--- src/verilog/emb_map.vh ---
// Constants for the external memory bus port
`ifndef EMB_MAP_VH
`define EMB_MAP_VH

// ****************************************
// Bus slot timing in oscillator periods
// ****************************************
`define EMB_OSC_PERIOD_NS  100
`define EMB_CADENCE_OSC    6
`define EMB_FETCH_LAST     4'h5
`define EMB_DATA_LAST      4'hB
`define EMB_ALE_STEP       4'h0
`define EMB_ADDR_LAST      4'h1
`define EMB_STB_FIRST      4'h2
`define EMB_PROGRAM_FETCH_STROBE_N_LAST      4'h4
`define EMB_RW_LAST        4'h9
`define EMB_WD_LAST        4'hA
`define EMB_RD_SAMPLE      4'hA
`define EMB_STEP_RST       4'h0

// ****************************************
// Address ranges, strap and reset values
// ****************************************
`define EMB_INT_CODE_TOP   16'h1FFF
`define EMB_STRAP_WAIT     2'h3
`define EMB_STROBE_IDLE    1'h1
`define EMB_BYTE_RST       8'h00

`endif

--- src/verilog/emb_port.v ---
// External memory bus port: multiplexed code and data bus with strobes
`timescale 1ns/1ps
`include "emb_map.vh"

module emb_port (
    input  wire        clk_sys_in,
    input  wire        rst_in,
    input  wire        fetch_req_in,
    input  wire [15:0] fetch_addr_in,
    output reg         fetch_done_out,
    output reg  [7:0]  fetch_data_out,
    input  wire        data_req_in,
    input  wire        data_write_in,
    input  wire [23:0] data_addr_in,
    input  wire [7:0]  data_wdata_in,
    output reg         data_done_out,
    output reg  [7:0]  data_rdata_out,
    output reg  [12:0] int_code_addr_out,
    input  wire [7:0]  int_code_data_in,
    input  wire [7:0]  low_latch_in,
    input  wire [7:0]  upper_latch_in,
    input  wire        code_source_select_in,
    input  wire [7:0]  low_addr_data_port_in,
    output reg  [7:0]  low_addr_data_port_out,
    output reg  [7:0]  low_addr_data_port_oe_out,
    input  wire [7:0]  upper_addr_port_in,
    output reg  [7:0]  upper_addr_port_out,
    output reg  [7:0]  upper_addr_port_oe_out,
    output reg  [7:0]  upper_pullup_out,
    output reg  [7:0]  low_pins_out,
    output reg  [7:0]  upper_pins_out,
    input  wire        program_fetch_strobe_n_in,
    output reg         program_fetch_strobe_n_out,
    output reg         program_fetch_strobe_n_oe_out,
    output reg         addr_latch_strobe_out,
    output reg         read_strobe_n_out,
    output reg         write_strobe_n_out,
    output reg         download_mode_out
);

    // ****************************************
    // Slot kinds
    // ****************************************
    localparam [1:0] SL_IDLE = 2'h0;
    localparam [1:0] SL_FEXT = 2'h1;
    localparam [1:0] SL_FINT = 2'h2;
    localparam [1:0] SL_DATA = 2'h3;

    // ****************************************
    // Slot state and captured requests
    // ****************************************
    reg [1:0]  slot;
    reg [3:0]  step;
    reg        f_pend;
    reg        d_pend;
    reg [15:0] f_addr;
    reg [23:0] d_addr;
    reg [7:0]  d_wdata;
    reg        d_we;

    // ****************************************
    // Synchroniser and strap state
    // ****************************************
    reg        ea_s1;
    reg        ea_s2;
    reg        program_fetch_strobe_n_s1;
    reg        program_fetch_strobe_n_s2;
    reg [7:0]  p0_s1;
    reg [7:0]  p0_s2;
    reg [7:0]  p2_s1;
    reg [7:0]  p2_s2;
    reg [1:0]  strap_cnt;
    reg        strap_done;

    // ****************************************
    // Slot control
    // ****************************************
    wire [3:0] last_step;
    wire       at_end;
    wire       addr_ph;
    wire       stb_ph;
    wire       may_start;
    wire       take_d;
    wire       take_f;
    wire       fetch_int;

    // ****************************************
    // Next pin values
    // ****************************************
    reg        next_ale;
    reg        next_program_fetch_strobe_n_n;
    reg        next_rd_n;
    reg        next_wr_n;
    reg [7:0]  next_p0_out;
    reg [7:0]  next_p0_oe;
    reg [7:0]  next_p2_out;
    reg [7:0]  next_p2_oe;
    reg [7:0]  next_pullup;

    assign last_step = (slot == SL_DATA) ? `EMB_DATA_LAST : `EMB_FETCH_LAST;
    assign at_end    = (step == last_step);
    assign addr_ph   = (step <= `EMB_ADDR_LAST);
    assign stb_ph    = (step >= `EMB_STB_FIRST);
    assign may_start = strap_done & ~download_mode_out & at_end;
    // Data access wins over a pending fetch
    assign take_d    = may_start & d_pend;
    assign take_f    = may_start & ~d_pend & f_pend;
    // Internal range only when code source select is high
    assign fetch_int = ea_s2 & (f_addr <= `EMB_INT_CODE_TOP);

    // ****************************************
    // Pin synchronisers
    // ****************************************
    always @(posedge clk_sys_in) begin
        if (rst_in) begin
            ea_s1   <= 1'h0;
            ea_s2   <= 1'h0;
            program_fetch_strobe_n_s1 <= `EMB_STROBE_IDLE;
            program_fetch_strobe_n_s2 <= `EMB_STROBE_IDLE;
        end else begin
            ea_s1   <= code_source_select_in;
            ea_s2   <= ea_s1;
            program_fetch_strobe_n_s1 <= program_fetch_strobe_n_in;
            program_fetch_strobe_n_s2 <= program_fetch_strobe_n_s1;
        end
    end

    // ****************************************
    // Low port readback synchroniser
    // ****************************************
    always @(posedge clk_sys_in) begin
        if (rst_in) begin
            p0_s1 <= `EMB_BYTE_RST;
            p0_s2 <= `EMB_BYTE_RST;
        end else begin
            p0_s1 <= low_addr_data_port_in;
            p0_s2 <= p0_s1;
        end
    end

    // ****************************************
    // Upper port readback synchroniser
    // ****************************************
    always @(posedge clk_sys_in) begin
        if (rst_in) begin
            p2_s1 <= `EMB_BYTE_RST;
            p2_s2 <= `EMB_BYTE_RST;
        end else begin
            p2_s1 <= upper_addr_port_in;
            p2_s2 <= p2_s1;
        end
    end

    // ****************************************
    // Download strap
    // ****************************************
    always @(posedge clk_sys_in) begin
        if (rst_in) begin
            strap_cnt         <= 2'h0;
            strap_done        <= 1'h0;
            download_mode_out <= 1'h0;
        end else if (!strap_done) begin
            strap_cnt <= strap_cnt + 2'h1;
            if (strap_cnt == `EMB_STRAP_WAIT) begin
                strap_done        <= 1'h1;
                download_mode_out <= ~program_fetch_strobe_n_s2;
            end
        end
    end

    // ****************************************
    // Request capture
    // ****************************************
    always @(posedge clk_sys_in) begin
        if (rst_in) begin
            f_pend  <= 1'h0;
            d_pend  <= 1'h0;
            f_addr  <= 16'h0000;
            d_addr  <= 24'h000000;
            d_wdata <= `EMB_BYTE_RST;
            d_we    <= 1'h0;
        end else begin
            // New request wins over the clear of its pending flag
            f_pend <= fetch_req_in | (f_pend & ~take_f);
            d_pend <= data_req_in | (d_pend & ~take_d);
            if (fetch_req_in) begin
                f_addr <= fetch_addr_in;
            end
            if (data_req_in) begin
                d_addr  <= data_addr_in;
                d_wdata <= data_wdata_in;
                d_we    <= data_write_in;
            end
        end
    end

    // ****************************************
    // Slot sequencing
    // ****************************************
    always @(posedge clk_sys_in) begin
        if (rst_in) begin
            slot <= SL_IDLE;
            step <= `EMB_STEP_RST;
        end else begin
            if (!strap_done) begin
                slot <= SL_IDLE;
                step <= `EMB_STEP_RST;
            end else if (at_end) begin
                step <= `EMB_STEP_RST;
                if (take_d) begin
                    slot <= SL_DATA;
                end else if (take_f && fetch_int) begin
                    slot <= SL_FINT;
                end else if (take_f) begin
                    slot <= SL_FEXT;
                end else begin
                    slot <= SL_IDLE;
                end
            end else begin
                step <= step + 4'h1;
            end
        end
    end

    // ****************************************
    // Pin and strobe decode per slot step
    // ****************************************
    always @* begin
        // Address latch strobe at the head of each slot: six periods, twelve for a data slot
        next_ale    = strap_done & (step == `EMB_ALE_STEP);
        next_program_fetch_strobe_n_n = `EMB_STROBE_IDLE;
        next_rd_n   = `EMB_STROBE_IDLE;
        next_wr_n   = `EMB_STROBE_IDLE;
        case (slot)
            SL_FEXT: begin
                next_program_fetch_strobe_n_n = ~(stb_ph & (step <= `EMB_PROGRAM_FETCH_STROBE_N_LAST));
            end
            SL_FINT: begin
                next_program_fetch_strobe_n_n = `EMB_STROBE_IDLE;
            end
            SL_DATA: begin
                next_rd_n   = ~(~d_we & stb_ph &
                                (step <= `EMB_RW_LAST));
                next_wr_n   = ~(d_we & stb_ph &
                                (step <= `EMB_RW_LAST));
                // Fetch strobe pulses are skipped for the whole access
                next_program_fetch_strobe_n_n = `EMB_STROBE_IDLE;
            end
            default: begin
                next_program_fetch_strobe_n_n = `EMB_STROBE_IDLE;
            end
        endcase
    end

    // ****************************************
    // Port drive decode per slot step
    // ****************************************
    always @* begin
        case (slot)
            SL_FEXT: begin
                // Address held one step past the latch strobe fall
                next_p0_out = f_addr[7:0];
                next_p0_oe  = addr_ph ? 8'hFF : 8'h00;
                next_p2_out = f_addr[15:8];
                next_p2_oe  = 8'hFF;
                next_pullup = 8'h00;
            end
            SL_DATA: begin
                next_p0_out = addr_ph ? d_addr[7:0] : d_wdata;
                if (addr_ph) begin
                    next_p0_oe = 8'hFF;
                end else if (d_we && step <= `EMB_WD_LAST) begin
                    next_p0_oe = 8'hFF;
                end else begin
                    next_p0_oe = 8'h00;
                end
                // Page byte while latched, then the middle byte
                next_p2_out = addr_ph ? d_addr[23:16] : d_addr[15:8];
                next_p2_oe  = 8'hFF;
                next_pullup = 8'h00;
            end
            default: begin
                // General I/O: open drain low port, pulled-up upper port
                next_p0_out = `EMB_BYTE_RST;
                next_p0_oe  = ~low_latch_in;
                next_p2_out = `EMB_BYTE_RST;
                next_p2_oe  = ~upper_latch_in;
                next_pullup = upper_latch_in;
            end
        endcase
    end

    // ****************************************
    // Registered pins and strobes
    // ****************************************
    always @(posedge clk_sys_in) begin
        if (rst_in) begin
            addr_latch_strobe_out         <= 1'h0;
            program_fetch_strobe_n_out    <= `EMB_STROBE_IDLE;
            program_fetch_strobe_n_oe_out <= 1'h0;
            read_strobe_n_out             <= `EMB_STROBE_IDLE;
            write_strobe_n_out            <= `EMB_STROBE_IDLE;
            low_addr_data_port_out        <= `EMB_BYTE_RST;
            low_addr_data_port_oe_out     <= `EMB_BYTE_RST;
            upper_addr_port_out           <= `EMB_BYTE_RST;
            upper_addr_port_oe_out        <= `EMB_BYTE_RST;
            upper_pullup_out              <= 8'hFF;
        end else begin
            addr_latch_strobe_out      <= next_ale;
            program_fetch_strobe_n_out <= next_program_fetch_strobe_n_n;
            // Strobe pin released until the strap is read
            program_fetch_strobe_n_oe_out <= strap_done;
            read_strobe_n_out          <= next_rd_n;
            write_strobe_n_out         <= next_wr_n;
            low_addr_data_port_out     <= next_p0_out;
            low_addr_data_port_oe_out  <= next_p0_oe;
            upper_addr_port_out        <= next_p2_out;
            upper_addr_port_oe_out     <= next_p2_oe;
            upper_pullup_out           <= next_pullup;
        end
    end

    // ****************************************
    // Registered readback and results
    // ****************************************
    always @(posedge clk_sys_in) begin
        if (rst_in) begin
            low_pins_out      <= `EMB_BYTE_RST;
            upper_pins_out    <= `EMB_BYTE_RST;
            fetch_done_out    <= 1'h0;
            fetch_data_out    <= `EMB_BYTE_RST;
            data_done_out     <= 1'h0;
            data_rdata_out    <= `EMB_BYTE_RST;
            int_code_addr_out <= 13'h0000;
        end else begin
            low_pins_out               <= p0_s2;
            upper_pins_out             <= p2_s2;
            int_code_addr_out          <= f_addr[12:0];
            fetch_done_out <= at_end &
                              ((slot == SL_FEXT) | (slot == SL_FINT));
            data_done_out  <= at_end & (slot == SL_DATA);
            if (at_end && slot == SL_FEXT) begin
                fetch_data_out <= p0_s2;
            end else if (at_end && slot == SL_FINT) begin
                fetch_data_out <= int_code_data_in;
            end
            if (slot == SL_DATA && !d_we &&
                step == `EMB_RD_SAMPLE) begin
                data_rdata_out <= p0_s2;
            end
        end
    end

endmodule // emb_port

--- config.mk ---
export PLATFORM = sky130hd
export DESIGN_NAME = emb_port
export DESIGN_NICKNAME = d
export VERILOG_FILES = /design/src/verilog/emb_port.v
export VERILOG_INCLUDE_DIRS = /design/src /design/src/verilog
export SDC_FILE = /design/constraint.sdc
export NUM_CORES = 1
export LEC_CHECK = 0
export BUFFER_PORTS_ARGS = -buffer_cell sky130_fd_sc_hd__buf_2
export CAP_MARGIN = 25
export CORE_MARGIN = 8
export CORE_UTILIZATION = 35
export DETAILED_ROUTE_END_ITERATION = 6
export PLACE_DENSITY = 0.64
export RECOVER_POWER = 100
export SKIP_LAST_GASP = 1
export SLEW_MARGIN = 15
export SYNTH_ARGS = -nofsm -noshare
export SYNTH_HDL_FRONTEND = slang
export SYNTH_SLANG_ARGS = --single-unit
--- constraint.sdc ---
create_clock -name clk_sys_in -period 2.5 [get_ports clk_sys_in]
set_input_delay 0.5 -clock clk_sys_in [delete_from_list [all_inputs] [get_ports clk_sys_in]]
set_output_delay 0.5 -clock clk_sys_in [all_outputs]
set_load 0.005 [all_outputs]
# [Word-level counts from Yosys, hierarchy flattened]
# Index checks and enable logic that the tools add are counted.
[word_totals] register_bits=189 inputBits=95 elab_cells=116
[classes] add_sub_neg=2 reduce_logical=15 n_eq_ne=6 order_cmp=6 muxes=18 bitwise_logic=33
[op_table] cell="8-bit two-way mux" count=9
[op_table] cell="8-bit case mux with 2 select lines" count=3
[op_table] cell="1-bit AND" count=16
[op_table] cell="16-bit by 13-bit <= comparator with 1-bit output, second input constant" count=1
[op_table] cell="8-bit NOT" count=2
[op_table] cell="1-bit NOT" count=12
[op_table] cell="4-bit <= comparator, second input constant" count=2
[op_table] cell="2-bit OR reduction" count=4
[op_table] cell="2-bit equality test, second input constant" count=3
[op_table] cell="1-bit logical AND" count=6
[op_table] cell="4-bit by 1-bit adder with 4-bit output, second input constant" count=1
[op_table] cell="4-bit equality test" count=1
[op_table] cell="4-bit equality test, second input constant" count=1
[op_table] cell="4-bit by 2-bit greater-or-equal comparator with 1-bit output, second input constant" count=1
[op_table] cell="4-bit by 1-bit <= comparator with 1-bit output, second input constant" count=1
[op_table] cell="4-bit by 3-bit <= comparator with 1-bit output, second input constant" count=1
[op_table] cell="4-bit zero test" count=1
[op_table] cell="2-bit two-way mux" count=2
[op_table] cell="4-bit two-way mux" count=1
[op_table] cell="1-bit two-way mux" count=3
[op_table] cell="1-bit bitwise OR" count=3
[op_table] cell="3-bit OR reduction" count=1
[op_table] cell="2-bit by 1-bit adder with 2-bit output, second input constant" count=1
[op_table] cell="2-bit by 1-bit equality test with 1-bit output, second input constant" count=1
[op_table] cell="3 further kinds" count=3

# [Logic depth before layout (Yosys ltp)]
# Gate-level depths: netlist of run 1.
[logic_depth] ltp_word=9 mapped_depth=8

# [Worst setup path before layout of run 1]
# OpenSTA, ideal clock, no wires.
[synth_path] path_type="flip-flop to flip-flop" from="reg step[0]" to="reg low_addr_data_port_oe_out[0]" path_buffers=1 path_stages_with_launch=8 setup_slack_ps=644 required_ps=2359 t_arrival_ps=1714 setup_time_ps=141 period_less_slack_ps=1856 cell_sequence="dfxtp_1 clkbuf_1 inv_1 ha_1 nor2_1 nor3_4 o31ai_2 a21oi_1"
[synth_between] elab_chain_cells=5 elab_cells_between_ends=7 cone_classes="order compare (2); mux (4); reduce/logical (1)"
[synth_lines] item="start, declared" line="emb_port.v:53" text="reg [3:0] step;"
[synth_lines] item="start signal, assigned" line="emb_port.v:203" text="step <= `EMB_STEP_RST;"
[synth_lines] item="start signal, assigned" line="emb_port.v:207" text="step <= `EMB_STEP_RST;"
[synth_lines] item="start signal, assigned" line="emb_port.v:209" text="step <= `EMB_STEP_RST;"
[synth_lines] item="4-bit <= comparator (no source line)"
[synth_lines] item="1-bit logical AND (no source line)"
[synth_lines] item="8-bit two-way mux" line="emb_port.v:272" text="end else if (d_we && step <= `EMB_WD_LAST) begin"
[synth_lines] item="8-bit two-way mux" line="emb_port.v:270" text="if (addr_ph) begin"
[synth_lines] item="8-bit case mux with 2 select lines (*)" line="emb_port.v:259" text="case (slot)"
[synth_lines] item="end signal, assigned" line="emb_port.v:304" text="low_addr_data_port_oe_out <= `EMB_BYTE_RST;"
[synth_lines] item="end signal, assigned" line="emb_port.v:316" text="low_addr_data_port_oe_out <= next_p0_oe;"
[synth_lines] item="end, declared" line="emb_port.v:25" text="output reg [7:0] low_addr_data_port_oe_out,"
# Every way passes the cells marked *; elsewhere a longest branch is shown, timed or not.
# A chain may end at the register's enable or synchronous reset.

# [Worst setup path in the final report of run 1]
[layout_path] from="reg slot[0]" to="reg fetch_data_out[4]"
[layout_between] elab_chain_cells=5 elab_cells_between_ends=9 cone_classes="eq/ne (4); mux (2); reduce/logical (3)"
[layout_lines] item="start, declared" line="emb_port.v:52" text="reg [1:0] slot;"
[layout_lines] item="start signal, assigned" line="emb_port.v:202" text="slot <= SL_IDLE;"
[layout_lines] item="start signal, assigned" line="emb_port.v:206" text="slot <= SL_IDLE;"
[layout_lines] item="start signal, assigned" line="emb_port.v:211" text="slot <= SL_DATA;"
[layout_lines] item="2-bit equality test" line="emb_port.v:100" text="assign last_step = (slot == SL_DATA) ? `EMB_DATA_LAST : `EMB_FETCH_LAST;"
[layout_lines] item="4-bit two-way mux (no source line)"
[layout_lines] item="4-bit equality test" line="emb_port.v:101" text="assign at_end = (step == last_step);"
[layout_lines] item="1-bit logical AND (on tied branches)" line="emb_port.v:342, emb_port.v:344"
[layout_lines] item="8-bit two-way mux / 2-bit nonzero test (equally long branches)"
[layout_lines] item="end signal, assigned" line="emb_port.v:331" text="fetch_data_out <= `EMB_BYTE_RST;"
[layout_lines] item="end signal, assigned" line="emb_port.v:343" text="fetch_data_out <= p0_s2;"
[layout_lines] item="end signal, assigned" line="emb_port.v:345" text="fetch_data_out <= int_code_data_in;"
[layout_lines] item="end, declared" line="emb_port.v:11" text="output reg [7:0] fetch_data_out,"
# Several ways; a longest one is shown, not always the timed one.

==> impl_metrics.env, run 1 <==
export IMPL_initialDrtViolationCount=175
export IMPL_stdcell_area_mm2=0.00792
export IMPL_worstPathArrival_ns=2.43
export IMPL_slew_violations=0
export IMPL_report_final_hold_viol_count=0
export IMPL_synth_top_area_share_pct=60.2
export IMPL_avgSynthCellArea_um2=10.7
export IMPL_synth_async_sr_flop_share_pct=0
export IMPL_final_setup_skew_ns=0.0140
export IMPL_layout_nets=875
export IMPL_yosys_area_share_adder_pct=1.59
export IMPL_clkSinkCount=189
export IMPL_synth_unique_cells=40
export IMPL_yosysTopAreaCell="sky130_fd_sc_hd__dfxtp_1"
export IMPL_hp_class="in2reg"
export IMPL_critical_path_required_ns=2.82
export IMPL_rows=49
export IMPL_fmax_mhz=473
export IMPL_post_synth_xor_area_fraction_pct=0.418
export IMPL_postSynthRegisterBits=189
export IMPL_grt_overflow_total=0
export IMPL_dominant_combinational_cell_family_by_area_after_synthesis="simple AND/OR/NAND/NOR gates"
export IMPL_cts_root_buf="sky130_fd_sc_hd__clkbuf_16"
export IMPL_placedInstanceArea_mm2=0.00743
export IMPL_post_route_cells_drive_above_1_share_pct=22.0
export IMPL_synth_mux_area_fraction_pct=11.8
export IMPL_rsz0062_at_grt="false"
export IMPL_route_vias_total=4501
export IMPL_synthMostInstantiatedCell="sky130_fd_sc_hd__dfxtp_1"
export IMPL_cts_buffers_inserted=17
export IMPL_sequential_to_total_area_share_from_yosys_stat_pct=60.2
export IMPL_core_region_area_mm2=0.0178
export IMPL_synth_simple_gate_area_share_pct=16.4
export IMPL_worstSetupPathType="reg2reg"
export IMPL_synth_compound_gate_area_share_pct=5.67
export IMPL_area_sequential_mm2=0.00378
export IMPL_timing_final_crit_share_pct=84.5
export IMPL_max_slew_margin_pct=5.73
export IMPL_cts_htree_levels=4
export IMPL_max_cap_violations=0
export IMPL_die_area_mm2=0.0225
export IMPL_syn2layout_area_growth_pct=25.9
export IMPL_worstPathMaxFanout=8
export IMPL_cts_resized_gates=0
export IMPL_grt_antenna_before_repair=6
export IMPL_postRouteAntennaNets=0
export IMPL_synth_cells_most_frequent="sky130_fd_sc_hd__dfxtp_1 (189), sky130_fd_sc_hd__nor2_1 (75), sky130_fd_sc_hd__mux2i_1 (74)"
export IMPL_die_width_um=150
export IMPL_fin_util_pct=44.5
export IMPL_synth_edff_count=0
export IMPL_grt_pass1_vias=4528
export IMPL_synth_warning_count=0
export IMPL_critPathLaunch="slot[0]"
export IMPL_ys_top_cells_by_area="sky130_fd_sc_hd__dfxtp_1 (60%), sky130_fd_sc_hd__mux2i_1 (12%), sky130_fd_sc_hd__nor2b_1 (6.5%)"
export IMPL_cts_buffer_depth=2
export IMPL_die_height_um=150
export IMPL_drt_first_pass_iters=4
export IMPL_postSynthNetCount=692
export IMPL_tns_ns=0
export IMPL_worst_r2r_startpoint="slot[0]"
export IMPL_cellLeakagePower_nw=3.62
export IMPL_fillerInstances=1768
export IMPL_cts_tree="yes"
export IMPL_grt_start_max_net_pins=70
export IMPL_wirelength_mm=15.2
export IMPL_worst_setup_path_start_kind="flip-flop"
export IMPL_vdd_drop_max_mv=0.443
export IMPL_post_detail_place_hpwl_mm=10.9
export IMPL_run_status="complete, no violations"
export IMPL_gp_congestion=0.790
export IMPL_final_period_minus_worst_setup_slack_ns=2.11
export IMPL_initial_core_util_pct=35.4
export IMPL_clk_pin_slew_ns=0.07
export IMPL_setup_violations=0
export IMPL_clk_insertion_delay_late_ns=0.43
export IMPL_grt_pass1_wl_mm=23.9
export IMPL_floorplan_io_pins=188
export IMPL_avgViaCountPerCell=4.43
export IMPL_synth_cells=589
export IMPL_synth_top_flop_cell="sky130_fd_sc_hd__dfxtp_1"
export IMPL_drc=0
export IMPL_worst_slew_pin_transition_ns=1.41
export IMPL_holdCritStartpoint="low_latch_in[4]"
export IMPL_multi_input_comb_area_mm2=0.00225
export IMPL_crit_path_end_kind="flip-flop"
export IMPL_power_density_cell_area_mw_per_mm2=792
export IMPL_numPortBuffers=187
export IMPL_mapped_cell_area_mm2=0.00629
export IMPL_holdBufCountCts=0
export IMPL_post_cts_setup_buffer_count=0
export IMPL_track_usage_pct=13.6
export IMPL_routed_wire_length_per_instance_um=15.0
## power by group
group          total [W]  internal [W]  switching (W)
combinational   0.000361      0.000181       0.000180
sequential       0.00320       0.00314      0.0000607
clock            0.00271       0.00152        0.00120
total            0.00627       0.00483        0.00144
## state kept, by name, indices dropped and copies added (netlist names), 4 cells and up
register                   flops
d_addr                        24
upper_addr_port_oe_out         8
fetch_data_out                 8
p2_s2                          8
p2_s1                          8
p0_s1                          8
d_wdata                        8
data_rdata_out                 8
low_addr_data_port_oe_out      8
low_addr_data_port_out         8
int_code_addr_out             13
step                           4
upper_pullup_out               8
low_pins_out                   8
upper_addr_port_out            8
p0_s2                          8
f_addr                        16
upper_pins_out                 8
## final timing paths
kind	to	slack [ns]	cells after the start
worst max-delay path	fetch_data_out[4]	0.39	5
worst min-delay path	low_addr_data_port_oe_out[4]	0.26	2
worst max register to register	fetch_data_out[4]	0.39	5
worst min register to register	download_mode_out	0.41	1
## kinds of logic (layout without fill, tap and decap cells)
family / after synthesis / count (layout)
AO/OA/AOI/OAI: 55 / 55
XOR/XNOR: 3 / 3
adder cells (fa/ha/maj): 8 / 8
buffers and inverters: 57 / 253
flip-flops: 189 / 189
multiplexers: 74 / 74
other: 0 / 1
AND/OR/NAND/NOR: 203 / 203
## routing by layer
layer / routed length, µm / vias to the layer above / GRT usage [%] / part of all wire [%]
li1: - / 2283 / - / -
met1: 6970 / 2039 / 16.7 / 46
met2: 6550 / 147 / 20.3 / 43
met3: 1460 / 22 / 6.68 / 9.6
met4: 165 / 10 / 4.55 / 1.1
met5: 63 / - / 0 / 0.41
## cell usage in the layout (no fill, tap or decap), types with 17 or more instances in the layout
cell	n
sky130_fd_sc_hd__inv_1	25
sky130_fd_sc_hd__dfxtp_1	189
sky130_fd_sc_hd__o21ai_0	18
sky130_fd_sc_hd__nor2_1	76
sky130_fd_sc_hd__clkbuf_16	17
sky130_fd_sc_hd__nor2b_1	64
sky130_fd_sc_hd__buf_2	119
sky130_fd_sc_hd__nand2_1	38
sky130_fd_sc_hd__clkbuf_1	69
sky130_fd_sc_hd__a21oi_1	20
sky130_fd_sc_hd__mux2i_1	74
## stage by stage
| step | cells | setup WS (ns) | power, W | hold slack, ns |
|---|---|---|---|---|
| final | 1015 | 0.388 | 0.00627 | 0.256 |
| after global routing | 1015 | 0.228 | 0.00656 | 0.227 |
| after CTS | 1014 | 0.536 | 0.00636 | 0.229 |
| after detailed placement | 982 | 0.554 | 0.00364 | 0.396 |
| after global placement | 982 | 0.632 | 0.00363 | 0.393 |
| after floorplan | 589 | 0.644 | 0.00347 | 0.389 |
## critical path, cell delays in order (launching register included)
cell	delay, ns
sky130_fd_sc_hd__dfxtp_1	0.34
sky130_fd_sc_hd__ha_1	0.28
sky130_fd_sc_hd__and4b_1	0.26
sky130_fd_sc_hd__o21ai_0	0.51
sky130_fd_sc_hd__nor2_1	0.29
sky130_fd_sc_hd__o221a_2	0.33
## cell type report
class | count | area share (%)
Tap cell | 229 | 3.62
Clock inverter | 14 | 1.99
Antenna cell | 1 | 0.0316
Inverter | 25 | 1.19
Sequential cell | 189 | 47.8
Multi-Input combinational cell | 343 | 28.4
Timing Repair Buffer | 196 | 11.5
Clock buffer | 18 | 5.55
(Power assumes the default switching activity.)
==> inputs of run 2 (changes only) <==
--- a/config.mk
+++ b/config.mk
@@ -6,12 +6,13 @@
 export SDC_FILE = /design/constraint.sdc
 export NUM_CORES = 1
 export LEC_CHECK = 0
+export ABC_AREA = 1
 export BUFFER_PORTS_ARGS = -buffer_cell sky130_fd_sc_hd__buf_2
 export CAP_MARGIN = 25
 export CORE_MARGIN = 8
 export CORE_UTILIZATION = 35
 export DETAILED_ROUTE_END_ITERATION = 6
-export PLACE_DENSITY = 0.64
+export PLACE_DENSITY = 0.66
 export RECOVER_POWER = 100
 export SKIP_LAST_GASP = 1
 export SLEW_MARGIN = 15
==> constraint.sdc (replaced) <==
create_clock -name clk_sys_in -period 1.8 [get_ports clk_sys_in]
set_input_delay 0.36 -clock clk_sys_in [delete_from_list [all_inputs] [get_ports clk_sys_in]]
set_output_delay 0.36 -clock clk_sys_in [all_outputs]
set_load 0.005 [all_outputs]
==> impl_metrics.env, run 2 <==
export IMPL_cts_resized_gates=0
export IMPL_worst_setup_path_start_kind="flip-flop"
export IMPL_cellLeakagePower_nw=3.74
export IMPL_dominant_combinational_cell_family_by_area_after_synthesis="simple AND/OR/NAND/NOR gates"
export IMPL_post_detail_place_hpwl_mm=11.8
export IMPL_synth_warning_count=0
export IMPL_synth_edff_count=0
export IMPL_synthMostInstantiatedCell="sky130_fd_sc_hd__dfxtp_1"
export IMPL_run_status="complete, no violations"
export IMPL_clkSinkCount=189
export IMPL_syn2layout_area_growth_pct=27.1
export IMPL_postSynthNetCount=855
export IMPL_postRouteAntennaNets=0
export IMPL_avgSynthCellArea_um2=8.47
export IMPL_dp_cells=1152
export IMPL_cts_buffer_depth=2
export IMPL_layout_commonest_cell="sky130_fd_sc_hd__dfxtp_1"
export IMPL_timing_final_crit_share_pct=92.7
export IMPL_grt_pass1_vias=5073
export IMPL_synth_mux_area_fraction_pct=0
export IMPL_synth_async_sr_flop_share_pct=0
export IMPL_holdBufCountCts=0
export IMPL_multi_input_comb_area_mm2=0.00191
export IMPL_yosys_area_share_adder_pct=1.57
export IMPL_clk_insertion_delay_late_ns=0.44
export IMPL_reg2reg_slack_ns=0.13
export IMPL_yosysTopAreaCell="sky130_fd_sc_hd__dfxtp_1"
export IMPL_synth_top_flop_cell="sky130_fd_sc_hd__dfxtp_1"
export IMPL_vdd_drop_max_mv=0.626
export IMPL_worst_slew_pin_transition_ns=1.17
export IMPL_track_usage_pct=14.2
export IMPL_layout_nets=1045
export IMPL_cts_root_buf="sky130_fd_sc_hd__clkbuf_16"
export IMPL_final_setup_skew_ns=0.0127
export IMPL_max_slew_margin_pct=22.1
export IMPL_slew_violations=0
export IMPL_max_cap_violations=0
export IMPL_synth_top_area_share_pct=59.4
export IMPL_worst_r2r_startpoint="slot[0]"
export IMPL_final_period_minus_worst_setup_slack_ns=1.67
export IMPL_timing_reg2reg_worst_path_depth=9
export IMPL_hp_class="in2reg"
export IMPL_drt_first_pass_iters=4
export IMPL_crit_path_end_kind="flip-flop"
export IMPL_ys_top_cells_by_area="sky130_fd_sc_hd__dfxtp_1 (59%), sky130_fd_sc_hd__nor2_1 (8.4%), sky130_fd_sc_hd__inv_1 (8.0%)"
export IMPL_holdCritStartpoint="program_fetch_strobe_n_in"
export IMPL_antennaDiodeCount=0
export IMPL_synth_simple_gate_area_share_pct=14.6
export IMPL_cts_tree="yes"
export IMPL_route_vias_total=5280
export IMPL_postSynthRegisterBits=189
export IMPL_mapped_cell_area_mm2=0.00637
export IMPL_critical_path_required_ns=2.17
export IMPL_post_cts_setup_buffer_count=0
export IMPL_synth_compound_gate_area_share_pct=13.6
export IMPL_rows=49
export IMPL_cts_buffers_inserted=17
export IMPL_die_area_mm2=0.0228
export IMPL_post_route_cells_drive_above_1_share_pct=19.1
export IMPL_worstSetupPathType="reg2reg"
export IMPL_die_width_um=151
export IMPL_sequential_to_total_area_share_from_yosys_stat_pct=59.4
export IMPL_fillerInstances=1831
export IMPL_synth_unique_cells=33
export IMPL_grt_antenna_before_repair=0
export IMPL_critPathLaunch="slot[0]"
export IMPL_power_density_cell_area_mw_per_mm2=1090
export IMPL_worstPathArrival_ns=2.04
export IMPL_drc=0
export IMPL_tns_ns=0
export IMPL_largestRegisters="d_addr (24), f_addr (16), int_code_addr_out (13)"
export IMPL_setup_violations=0
export IMPL_rsz0062_at_grt="false"
export IMPL_setup_worst_path_end="fetch_data_out[2]"
export IMPL_synth_cells=752
export IMPL_numPortBuffers=187
export IMPL_avgViaCountPerCell=4.46
export IMPL_largest_register="d_addr"
export IMPL_final_cell_count_no_fill=1184
export IMPL_die_height_um=151
export IMPL_fmax_mhz=600
export IMPL_gp_congestion=0.817
export IMPL_mostFrequentLayoutCells="sky130_fd_sc_hd__dfxtp_1 (189), sky130_fd_sc_hd__nor2_1 (143), sky130_fd_sc_hd__inv_1 (137)"
export IMPL_core_region_area_mm2=0.0179
export IMPL_floorplan_io_pins=188
export IMPL_clk_pin_slew_ns=0.07
export IMPL_area_sequential_mm2=0.00378
export IMPL_routed_wire_length_per_instance_um=14.0
export IMPL_grt_overflow_total=0
export IMPL_initialDrtViolationCount=323
export IMPL_worstPathMaxFanout=6
export IMPL_post_synth_xor_area_fraction_pct=0.413
export IMPL_synth_cells_most_frequent="sky130_fd_sc_hd__dfxtp_1 (189), sky130_fd_sc_hd__nor2_1 (143), sky130_fd_sc_hd__inv_1 (136)"
export IMPL_grt_start_max_net_pins=52
export IMPL_cts_htree_levels=4
export IMPL_grt_pass1_wl_mm=25.3
export IMPL_wirelength_mm=16.5
export IMPL_report_final_hold_viol_count=0
export IMPL_initial_core_util_pct=35.6
export IMPL_flip_flop_count_of_the_largest_register_after_layout=24
export IMPL_worst_r2r_endpoint="fetch_data_out[2]"
## run 2: routing by layer
layer | vias to the layer above | wire length, µm | track usage (%) | share of wire, %
li1 | 2710 | - | - | -
met1 | 2375 | 7640 | 17.6 | 46
met2 | 183 | 7230 | 22.7 | 44
met3 | 12 | 1500 | 5.29 | 9.1
met4 | 0 | 162 | 4.40 | 0.98
met5 | - | 0 | 0 | 0
## run 2: power breakdown
group | internal [W] | switching (W)
clock network | 0.00204 | 0.00175
logic | 0.000226 | 0.000334
registers | 0.00437 | 0.0000723
## run 2: stage by stage
stage / area, µm² / util (%) / setup slack (ns) / hold WS, ns / total power [W]
final: 8100 / 45.2 / 0.132 / 0.115 / 0.00880
after floorplan: 6370 / - / 0.130 / 0.388 / 0.00483
after detailed placement: 7600 / 42.5 / 0.154 / 0.392 / 0.00512
after CTS: 8210 / 45.8 / 0.132 / 0.102 / 0.00891
after global routing: 8100 / 45.2 / 0.0378 / 0.0981 / 0.00921
after global placement: 7600 / 42.5 / 0.255 / 0.389 / 0.00511
## run 2: how the worst min path moves through the flow
stage / cells past startpoint / endpoint / slack [ns]
floorplan: 2 / ea_s2 / 0.39
global placement: 2 / p2_s2[0] / 0.39
detailed placement: 2 / p2_s2[4] / 0.39
CTS: 2 / upper_addr_port_oe_out[3] / 0.10
global route: 2 / upper_addr_port_oe_out[0] / 0.1
finish: 2 / program_fetch_strobe_n_s1 / 0.11
## run 2: logic make-up (layout without fill, tap and decap cells)
kind of cell | count (synthesis) | count (layout)
and+or+nand+nor | 217 | 217
AOI/OAI and AO/OA | 162 | 162
adders and majority gates | 8 | 8
xor gates and xnor gates | 3 | 3
buffers and inverters | 173 | 376
DFF | 189 | 189
## run 2: area by class of cell
type                            instances  share of cell area (%)
Sequential cell                       189                    46.7
Clock buffer                           19                    5.60
Clock inverter                         13                    1.87
Inverter                              142                    6.60
Tap cell                              229                    3.54
Timing Repair Buffer                  202                    12.0
Multi-Input combinational cell        390                    23.6
## run 2: critical path, stage by stage, from the launching register on
cell and delay, ns:
sky130_fd_sc_hd__dfxtp_1 0.39, sky130_fd_sc_hd__ha_1 0.26, sky130_fd_sc_hd__nand3_1 0.19, sky130_fd_sc_hd__nand2_2 0.24
sky130_fd_sc_hd__nand2_4 0.12, sky130_fd_sc_hd__nor2_8 0.12, sky130_fd_sc_hd__nand2_1 0.06, sky130_fd_sc_hd__nand3_1 0.08
sky130_fd_sc_hd__nand2_1 0.06, sky130_fd_sc_hd__inv_1 0.08
==> inputs of run 3 (changes only) <==
==> constraint.sdc (replaced) <==
create_clock -name clk_sys_in -period 1.8 [get_ports clk_sys_in]
set_input_delay 0.09 -clock clk_sys_in [delete_from_list [all_inputs] [get_ports clk_sys_in]]
set_output_delay 0.09 -clock clk_sys_in [all_outputs]
set_load 0.005 [all_outputs]
==> impl_metrics.env, run 3 (synthesized netlist as in run 2, its figures left out) <==
export IMPL_postRouteAntennaNets=0
export IMPL_worstPathArrival_ns=1.95
export IMPL_hold_critical_path_endpoint="low_addr_data_port_oe_out[6]"
export IMPL_avgViaCountPerCell=4.37
export IMPL_worst_slew_pin_transition_ns=0.955
export IMPL_gp_congestion=0.806
export IMPL_largest_register="d_addr"
export IMPL_hp_class="in2reg"
export IMPL_drc=0
export IMPL_cts_tree="yes"
export IMPL_cts_htree_levels=4
export IMPL_layout_commonest_cell="sky130_fd_sc_hd__dfxtp_1"
export IMPL_report_final_hold_viol_count=0
export IMPL_cts_root_buf="sky130_fd_sc_hd__clkbuf_16"
export IMPL_die_height_um=151
export IMPL_max_slew_margin_pct=36.3
export IMPL_worstPathMaxFanout=9
export IMPL_multi_input_comb_area_mm2=0.00191
export IMPL_initial_core_util_pct=35.6
export IMPL_rows=49
export IMPL_clk_insertion_delay_late_ns=0.43
export IMPL_vdd_drop_max_mv=0.661
export IMPL_mostFrequentLayoutCells="sky130_fd_sc_hd__dfxtp_1 (189), sky130_fd_sc_hd__nor2_1 (143), sky130_fd_sc_hd__inv_1 (137)"
export IMPL_flip_flop_count_of_the_largest_register_after_layout=24
export IMPL_max_cap_violations=0
export IMPL_timing_reg2reg_worst_path_depth=8
export IMPL_crit_path_end_kind="flip-flop"
export IMPL_post_route_cells_drive_above_1_share_pct=17.8
export IMPL_timing_final_crit_share_pct=90.2
export IMPL_power_density_cell_area_mw_per_mm2=1020
export IMPL_final_cell_count_no_fill=1271
export IMPL_post_detail_place_hpwl_mm=12.1
export IMPL_worst_r2r_startpoint="slot[1]"
export IMPL_largestRegisters="d_addr (24), f_addr (16), int_code_addr_out (13)"
export IMPL_initialDrtViolationCount=258
export IMPL_area_sequential_mm2=0.00378
export IMPL_rsz0062_at_grt="false"
export IMPL_drt_first_pass_iters=4
export IMPL_antennaDiodeCount=0
export IMPL_cts_buffers_inserted=17
export IMPL_reg2reg_slack_ns=0.18
export IMPL_grt_pass1_vias=5558
export IMPL_worst_r2r_endpoint="fetch_data_out[5]"
export IMPL_tns_ns=0
export IMPL_setup_violations=0
export IMPL_die_width_um=151
export IMPL_worstSetupPathType="reg2reg"
export IMPL_fmax_mhz=616
export IMPL_clk_pin_slew_ns=0.07
export IMPL_detailedPlace_worstSlack_ns=0.142
export IMPL_hold_slack_ns=0.0177
export IMPL_dp_cells=1153
export IMPL_final_period_minus_worst_setup_slack_ns=1.62
export IMPL_run_status="complete, no violations"
export IMPL_holdCritStartpoint="low_latch_in[6]"
export IMPL_cellLeakagePower_nw=4.10
export IMPL_slew_violations=0
export IMPL_timing_hold_worst_path_depth=4
export IMPL_floorplan_io_pins=188
export IMPL_syn2layout_area_growth_pct=41.2
export IMPL_final_critical_path_setup_slack_ns=0.177
export IMPL_routed_wire_length_per_instance_um=13.8
export IMPL_grt_start_max_net_pins=52
export IMPL_final_setup_skew_ns=0.0123
export IMPL_grt_antenna_before_repair=0
export IMPL_grt_overflow_total=0
export IMPL_clkSinkCount=189
export IMPL_cts_buffer_depth=2
export IMPL_worst_setup_path_start_kind="flip-flop"
export IMPL_track_usage_pct=15.5
export IMPL_fin_util_pct=50.2
export IMPL_numPortBuffers=187
export IMPL_layout_nets=1132
export IMPL_die_area_mm2=0.0228
export IMPL_grt_pass1_wl_mm=27.8
export IMPL_route_vias_total=5556
export IMPL_core_region_area_mm2=0.0179
export IMPL_wirelength_mm=17.6
export IMPL_fillerInstances=1710
export IMPL_critical_path_required_ns=2.12
==> run 3: cell types whose count changed in the layout (fill, tap and decap cells not counted), moves of 2 or more <==
cell                            before  now
sky130_fd_sc_hd__buf_4               9   11
sky130_fd_sc_hd__bufinv_16           1    3
sky130_fd_sc_hd__dlygate4sd3_1       0   86
sky130_fd_sc_hd__clkinvlp_4          3    1
==> run 3: worst max-delay path, cell delays in order, from the launching register on <==
cell	delay, ns
sky130_fd_sc_hd__dfxtp_1	0.38
sky130_fd_sc_hd__ha_2	0.25
sky130_fd_sc_hd__nand3_1	0.17
sky130_fd_sc_hd__nand2_2	0.24
sky130_fd_sc_hd__o211ai_4	0.18
sky130_fd_sc_hd__inv_1	0.13
sky130_fd_sc_hd__nand3_1	0.08
sky130_fd_sc_hd__nand2_1	0.06
sky130_fd_sc_hd__inv_1	0.04
==> run 3: power breakdown <==
group	switching, W	internal [W]	leakage (nW)
clock	0.00172	0.00233	0.315
sequential	0.0000765	0.00437	1.56
combinational	0.000361	0.000346	2.23
==> run 3: routing by layer <==
| layer | track usage [%] | wire length (µm) |
|---|---|---|
| met1 | 19.1 | 7960 |
| met3 | 5.11 | 1460 |
| met5 | 0 | 0 |
| met4 | 5.29 | 238 |
| met2 | 25.1 | 7910 |
==> run 3: how the worst max path moves through the flow <==
stage / from / to / cells past startpoint
6_report: slot[1] / fetch_data_out[5] / 8
3_5_place_dp: slot[0] / fetch_data_out[5] / 10
4_1_cts: slot[0] / fetch_data_out[5] / 10
2_1_floorplan: step[0] / low_addr_data_port_out[0] / 9
5_1_grt: slot[0] / fetch_data_out[2] / 9
3_3_place_gp: slot[0] / fetch_data_out[2] / 11
==> run 3: final cells by class <==
class                      count  area share (%)
multi-input combinational    390            21.3
clock buffer                  19            5.04
tap                          229            3.19
sequential                   189            42.1
timing repair buffer         289            20.3
inverter                     142            5.94
clock inverter                13            2.18
==> run 3: through the flow <==
stage                     power, W  cell area (µm²)
after floorplan            0.00483             6370
after CTS                  0.00931             9110
after global placement     0.00511             7600
after global routing       0.00962             8990
after detailed placement   0.00512             7600
final                      0.00920             8990
==> run 3: timing repair <==
action | 4_1_cts | 5_1_grt
hold endpoints to repair | 93 | 0
endpoints found under the setup margin | 0 | 8
buffers inserted | 0 | 0
gates resized for setup | 0 | 1
hold buffers | 86 | 0
